===== src/tecpr_pkg.sv =====
// constants, types and register map of the timer clock front end
`default_nettype none
package tecpr_pkg;

  // register indices; byte address is four times the index
  localparam logic [7:0] CTRL_IDX = 8'h23;
  localparam logic [7:0] SEL_IDX = 8'h24;
  localparam logic [7:0] STAT_IDX = 8'h25;
  localparam int unsigned IDX_LSB = 2;
  localparam int unsigned IDX_W = 8;

  // global_timer_sync_control field positions and reset value, and the select reset value
  localparam int unsigned HOLD_BIT = 7;
  localparam int unsigned ASYNC_RST_BIT = 1;
  localparam int unsigned SYNC_RST_BIT = 0;
  localparam logic [7:0] CTRL_RESET = 8'h00;
  localparam logic [31:0] SEL_RESET = 32'h0000_0000;

  // status register field position
  localparam int unsigned STAT_PIN_BIT = 16;

  // tick source select width and prescaler taps
  localparam int unsigned SEL_W = 3;
  localparam int unsigned PRESC_W = 10;
  localparam int unsigned TAP_DIV8 = 3;
  localparam int unsigned TAP_DIV64 = 6;
  localparam int unsigned TAP_DIV256 = 8;
  localparam int unsigned TAP_DIV1024 = 10;

  // ahb-lite encodings
  localparam logic [1:0] HTRANS_NONSEQ = 2'h2;
  localparam logic HRESP_OKAY = 1'b0;

  // tick source select codes in ascending order, 0 to 7
  typedef enum logic [2:0] {
    SRC_STOP,
    SRC_CLK,
    SRC_DIV8,
    SRC_DIV64,
    SRC_DIV256,
    SRC_DIV1024,
    SRC_FALL,
    SRC_RISE
  } tecpr_src_t;

  // captured address phase of a bus transfer
  typedef struct packed {
    logic valid;
    logic write;
    logic [IDX_W-1:0] idx;
  } tecpr_acc_t;

  // prescaler reset controls
  typedef struct packed {
    logic hold;
    logic async_rst;
    logic sync_rst;
  } tecpr_ctrl_t;

endpackage
`default_nettype wire


===== src/tecpr_top.sv =====
// timer clock front end: pin sampling, tick select, prescaler reset control
//
// Register access over AHB-Lite is this design's own decision.
`timescale 1ns/1ps
`default_nettype none
module tecpr_top
  import tecpr_pkg::*;
#(
  parameter int unsigned NUM_TIMERS = 5
) (
  input wire logic CLK_I,
  input wire logic RESET_N_I,
  input wire logic HSEL_I,
  input wire logic [31:0] HADDR_I,
  input wire logic [1:0] HTRANS_I,
  input wire logic HWRITE_I,
  input wire logic [2:0] HSIZE_I,
  input wire logic [31:0] HWDATA_I,
  input wire logic HREADY_I,
  output logic [31:0] HRDATA_O,
  output logic HREADYOUT_O,
  output logic HRESP_O,
  input wire logic EXT_COUNT_PIN_I,
  input wire logic ASYNC_MODE_I,
  input wire logic ASYNC_RESET_DONE_I,
  output logic SHARED_PRESCALER_RESET_O,
  output logic ASYNC_PRESCALER_RESET_O,
  output logic [NUM_TIMERS-1:0] TIMER_TICK_O
);

  localparam int unsigned SELS_W = NUM_TIMERS * SEL_W;

  tecpr_acc_t acc_reg, acc_next;
  tecpr_ctrl_t ctrl_reg, ctrl_next;
  logic [SELS_W-1:0] sel_reg, sel_next;
  logic [31:0] rdata_reg, rdata_next;
  logic [PRESC_W-1:0] presc_reg, presc_next;
  logic front_reg;
  logic sync_a_reg, sync_b_reg;
  logic [NUM_TIMERS-1:0] tick_reg, tick_next;
  logic wr_ctrl, wr_sel;
  logic rise, fall;
  logic async_busy;
  logic [3:0] tap;

  // ---------------- bus slave ----------------
  // always ready, always okay: every register answers in zero wait states
  assign HREADYOUT_O = 1'b1;
  assign HRESP_O = HRESP_OKAY;
  assign HRDATA_O = rdata_reg;

  assign wr_ctrl = acc_reg.valid && acc_reg.write && (acc_reg.idx == CTRL_IDX);
  assign wr_sel = acc_reg.valid && acc_reg.write && (acc_reg.idx == SEL_IDX);

  always_comb begin
    acc_next.valid = HSEL_I && HREADY_I && (HTRANS_I == HTRANS_NONSEQ);
    acc_next.write = HWRITE_I;
    acc_next.idx = HADDR_I[IDX_LSB +: IDX_W];
  end

  // read data is built from next values so a read right behind a write
  // returns the freshly written contents
  always_comb begin
    rdata_next = rdata_reg;
    if (acc_next.valid && !acc_next.write) begin
      case (acc_next.idx)
        CTRL_IDX: begin
          rdata_next = 32'h0000_0000;
          rdata_next[HOLD_BIT] = ctrl_next.hold;
          rdata_next[ASYNC_RST_BIT] = ctrl_next.async_rst;
          rdata_next[SYNC_RST_BIT] = ctrl_next.sync_rst;
        end
        SEL_IDX: begin
          rdata_next = 32'(sel_next);
        end
        STAT_IDX: begin
          rdata_next = 32'(presc_next);
          rdata_next[STAT_PIN_BIT] = sync_b_reg;
        end
        default: begin
          rdata_next = 32'h0000_0000;
        end
      endcase
    end
  end

  always_ff @(posedge CLK_I) begin
    if (!RESET_N_I) begin
      acc_reg <= '0;
      rdata_reg <= 32'h0000_0000;
    end else begin
      acc_reg <= acc_next;
      rdata_reg <= rdata_next;
    end
  end

  // ---------------- prescaler reset control ----------------
  // in async mode the async reset bit stays up until the async side reports it is done
  assign async_busy = ASYNC_MODE_I && !ASYNC_RESET_DONE_I;

  // a software write wins over the hardware clear in the same cycle
  always_comb begin
    ctrl_next = ctrl_reg;
    if (wr_ctrl) begin
      // bits 6-2 have no storage, so writes to them vanish
      ctrl_next.hold = HWDATA_I[HOLD_BIT];
      ctrl_next.async_rst = HWDATA_I[ASYNC_RST_BIT];
      ctrl_next.sync_rst = HWDATA_I[SYNC_RST_BIT];
    end else if (!ctrl_reg.hold) begin
      // without hold the shared bit drops after one cycle of reset, the async bit once async_busy is low
      ctrl_next.sync_rst = 1'b0;
      if (!async_busy) begin
        ctrl_next.async_rst = 1'b0;
      end
    end
    // with hold set both bits simply keep their written value
  end

  always_ff @(posedge CLK_I) begin
    if (!RESET_N_I) begin
      ctrl_reg <= tecpr_ctrl_t'(3'h0);
    end else begin
      ctrl_reg <= ctrl_next;
    end
  end

  assign SHARED_PRESCALER_RESET_O = ctrl_reg.sync_rst;
  assign ASYNC_PRESCALER_RESET_O = ctrl_reg.async_rst;

  // ---------------- tick source selects ----------------
  always_comb begin
    sel_next = sel_reg;
    if (wr_sel) begin
      sel_next = HWDATA_I[SELS_W-1:0];
    end
  end

  always_ff @(posedge CLK_I) begin
    if (!RESET_N_I) begin
      sel_reg <= SEL_RESET[SELS_W-1:0];
    end else begin
      sel_reg <= sel_next;
    end
  end

  // ---------------- shared prescaler ----------------
  // free running, held at zero while its reset bit is up
  always_comb begin
    if (ctrl_reg.sync_rst) begin
      presc_next = '0;
    end else begin
      presc_next = presc_reg + 1'b1;
    end
  end

  always_ff @(posedge CLK_I) begin
    if (!RESET_N_I) begin
      presc_reg <= '0;
    end else begin
      presc_reg <= presc_next;
    end
  end

  // a tap fires in the last cycle of each divided period
  assign tap[0] = &presc_reg[TAP_DIV8-1:0];
  assign tap[1] = &presc_reg[TAP_DIV64-1:0];
  assign tap[2] = &presc_reg[TAP_DIV256-1:0];
  assign tap[3] = &presc_reg[TAP_DIV1024-1:0];

  // ---------------- pin synchroniser and edge detector ----------------
  // the front stage closes on the falling edge, standing in for a latch
  // open during clock high; this gives the half cycle of the latency
  always_ff @(negedge CLK_I) begin
    if (!RESET_N_I) begin
      front_reg <= 1'b0;
    end else begin
      front_reg <= EXT_COUNT_PIN_I;
    end
  end

  always_ff @(posedge CLK_I) begin
    if (!RESET_N_I) begin
      sync_a_reg <= 1'b0;
      sync_b_reg <= 1'b0;
    end else begin
      sync_a_reg <= front_reg;
      sync_b_reg <= sync_a_reg;
    end
  end

  // sampling only catches phases longer than a clock
  assign rise = sync_a_reg && !sync_b_reg;
  assign fall = !sync_a_reg && sync_b_reg;

  // ---------------- tick generation per timer ----------------
  // changing a select while the pin moves can give a false tick
  generate
    for (genvar i = 0; i < NUM_TIMERS; i++) begin : g_tick
      tecpr_src_t src;
      assign src = tecpr_src_t'(sel_reg[i*SEL_W +: SEL_W]);
      always_comb begin
        case (src)
          SRC_STOP: tick_next[i] = 1'b0;
          SRC_CLK: tick_next[i] = !ctrl_reg.sync_rst;
          SRC_DIV8: tick_next[i] = !ctrl_reg.sync_rst && tap[0];
          SRC_DIV64: tick_next[i] = !ctrl_reg.sync_rst && tap[1];
          SRC_DIV256: tick_next[i] = !ctrl_reg.sync_rst && tap[2];
          SRC_DIV1024: tick_next[i] = !ctrl_reg.sync_rst && tap[3];
          SRC_FALL: tick_next[i] = fall;
          SRC_RISE: tick_next[i] = rise;
          default: tick_next[i] = 1'b0;
        endcase
      end
    end
  endgenerate

  always_ff @(posedge CLK_I) begin
    if (!RESET_N_I) begin
      tick_reg <= '0;
    end else begin
      tick_reg <= tick_next;
    end
  end

  // the counter consumes the tick at the next edge
  assign TIMER_TICK_O = tick_reg;

  logic [SEL_W-1:0] sel0;
  assign sel0 = sel_reg[SEL_W-1:0];
endmodule
`default_nettype wire


===== config.mk =====
export PLATFORM = sky130hd
export DESIGN_NAME = tecpr_top
export DESIGN_NICKNAME = d
export VERILOG_FILES = /design/src/tecpr_pkg.sv /design/src/tecpr_top.sv
export SDC_FILE = /design/constraint.sdc
export NUM_CORES = 1
export LEC_CHECK = 0
export ABC_AREA = 1
export BUFFER_PORTS_ARGS = -buffer_cell sky130_fd_sc_hd__buf_2
export CORE_MARGIN = 2
export CORE_UTILIZATION = 49
export CTS_CLUSTER_SIZE = 16
export DETAILED_ROUTE_END_ITERATION = 12
export GPL_TIMING_DRIVEN = 0
export PLACE_DENSITY = 0.89
export SETUP_SLACK_MARGIN = 0.05
export SYNTH_ARGS = -nofsm -noshare
export SYNTH_HDL_FRONTEND = slang
export SYNTH_SLANG_ARGS = --single-unit
export TNS_END_PERCENT = 100

===== constraint.sdc =====
create_clock -name CLK_I -period 1.7 [get_ports CLK_I]
set_input_delay 0.51 -clock CLK_I [delete_from_list [all_inputs] [get_ports CLK_I]]
set_output_delay 0.51 -clock CLK_I [all_outputs]
set_load 0.02 [all_outputs]

==> results.json <==
{
  "nets": 638,
  "avgSynthCellArea_um2": 6.65,
  "core_um2": 6280,
  "clkSinkCount": 62,
  "ys_ff_latch": 62,
  "tightest_slew_ns": 0.585,
  "drtIter0Drc": 385,
  "path_class": "flip-flop to flip-flop",
  "cts_tree": "yes",
  "drive_above_1_share_pct": 23.2,
  "syn_inst": 475,
  "setup_slack_ns": 0.0939,
  "synth_edf_count": 0,
  "vias_per_cell": 5.03,
  "antenna_found_initial": 0,
  "grt_pass1_vias": 2991,
  "worstSkewPairLatency_ns": 0.38,
  "wirelength_um": 7700,
  "grt_pass1_wl_um": 13000,
  "wl_per_cell_um": 12.0,
  "htreeDepth": 3,
  "nFillCells": 576,
  "crit_path_end_kind": "flip-flop",
  "rsz0062_at_grt": "yes",
  "initial_utilization_pct": 50.3,
  "drv_slew": 0,
  "cp_data_required_time_ns": 1.95,
  "max_slew_margin_pct": 61.0,
  "antennaDiodeCount": 0,
  "min_period_over_period_pct": 94.5,
  "rows": 29,
  "synth.most_common_cell": "nand2_1",
  "cts_made_buffers": 9,
  "drc": 0,
  "dp_hpwl_um": 5740,
  "fin_util_pct": 62.3,
  "gp_routability_congestion": 0.883,
  "seq_area_frac_synth_pct": 39.3,
  "power.leakage_uw": 0.00197,
  "grt_max_degree": 13,
  "ir_drop_v": 0.000460,
  "period_needed_ns": 1.61,
  "holdCritPathClass": "input port to flip-flop",
  "start_kind": "flip-flop",
  "io_pins": 118,
  "root_buffer": "clkbuf_8",
  "power_uw": 3230,
  "yosys.area.top_type": "dfxtp_1",
  "vias": 3226,
  "synth_common_cells": "nand2_1, inv_1, dfxtp_1",
  "syn2layout_area_growth_pct": 23.8,
  "ant_nets": 0,
  "yosys_warnings": 0,
  "gr-total-overflow": 0,
  "track_usage_pct": 22.6,
  "fmax_mhz": 623,
  "hold_viol_final": 0,
  "largest_register_ffs": 16,
  "cp_max_fo": 5,
  "syn_area_um2": 3160,
  "dp_slack_ns": -0.352,
  "dr.pass1.iters": 6,
  "status": "complete, no violations",
  "synth.top_cell.area_share_pct": 39.3,
  "cp.arrival_ns": 1.86,
  "cts_max_path_buffers": 2,
  "async_reset_ff_share_pct": 0,
  "synth_ff_type": "dfxtp_1",
  "portBuffers": 55,
  "powerDensity_nw_per_um2": 826,
  "die_w_um": 84.3,
  "clk_pin_slew_ns": 0.07,
  "clock_skew_ns": 0.0371,
  "setup_viol": 0,
  "synth_cell_types": 29,
  "die_h_um": 84.3,
  "die_area_um2": 7110,
  "maxCapViolCount": 0,
  "synth_top_cells_by_area": "dfxtp_1, nand2_1, nand3_1"
}
layout by cell type, fill, tap and decap left out, drive strengths merged:
master,instances
clkinv,3
inv,70
ha,2
nand3,56
nor3,7
dfxtp,62
nor4,1
buf,84
conb,18
o221a,1
nand2,125
a31oi,1
a211oi,3
clkbuf,17
nand4,8
o211ai,3
o21ai,17
a21oi,23
nor2,60
or2,3
worst max-delay path, cell delays in order, from the launching register on:
cell and delay, ns:
dfxtp_2 0.35, ha_2 0.19, nand3_2 0.11, inv_2 0.10, nand2_1 0.10, nor2_4 0.20
nand3_1 0.11, nand2_1 0.08, o21ai_0 0.08, a21oi_1 0.21
final timing paths:
path	from	slack (ns)	to	cells past startpoint
worst max-delay path	presc_reg[0]	0.09	TIMER_TICK_O[0]	9
worst max register to register	presc_reg[0]	0.09	TIMER_TICK_O[0]	9
worst min-delay path	HADDR_I[8]	0.36	acc_reg[6]	3
worst min register to register	sync_a_reg	0.44	sync_b_reg	2
metrics by stage:
step	cells	hold WS, ns	instance area [µm²]	TNS [ns]
after floorplan	491	0.413	3240	0
after global placement	623	0.429	3620	-3.17
after detailed placement	623	0.427	3620	-4.10
after CTS	639	0.355	3880	0
after global routing	641	0.376	3910	0
final	641	0.360	3910	0
cell type report:
type	count	area [µm²]	share of cell area, %
Tap cell	77	96.3	2.46
Clock inverter	4	30.0	0.767
Clock buffer	13	224	5.72
Timing Repair Buffer	57	290	7.42
Buffer	31	224	5.72
Sequential cell	62	1240	31.7
Inverter	69	259	6.62
Multi-Input combinational cell	328	1550	39.5
power by group:
part | leakage (µW) | internal [µW] | switching, µW
logic | 0.00134 | 91.3 | 137
clock network | 0.000132 | 896 | 622
registers | 0.000503 | 1470 | 15.3
total | 0.00197 | 2460 | 774
routing by layer:
metal  part of all wire (%)  vias up  global-route usage, %  wire, µm
li1                       -     1631                      -         -
met1                     41     1385                   27.6      3150
met2                     47      184                   38.6      3620
met3                    8.6       26                   4.42       666
met4                    3.5        0                   10.1       272
met5                      0        -                      0         0
cell families after synthesis:
family	synth area share, %
flops	39.3
other cells	0.238
fa+ha+maj	0.792
simple gates	35.9
buf+inv	14.7
compound gates	9.15
timing repair:
item,4_1_cts,5_1_grt
resized for setup,3,11
buffers inserted,0,2
pin swaps,0,3
hold buffers,0,0
endpoints found under the setup margin,11,12
(Power assumes the default switching activity.)
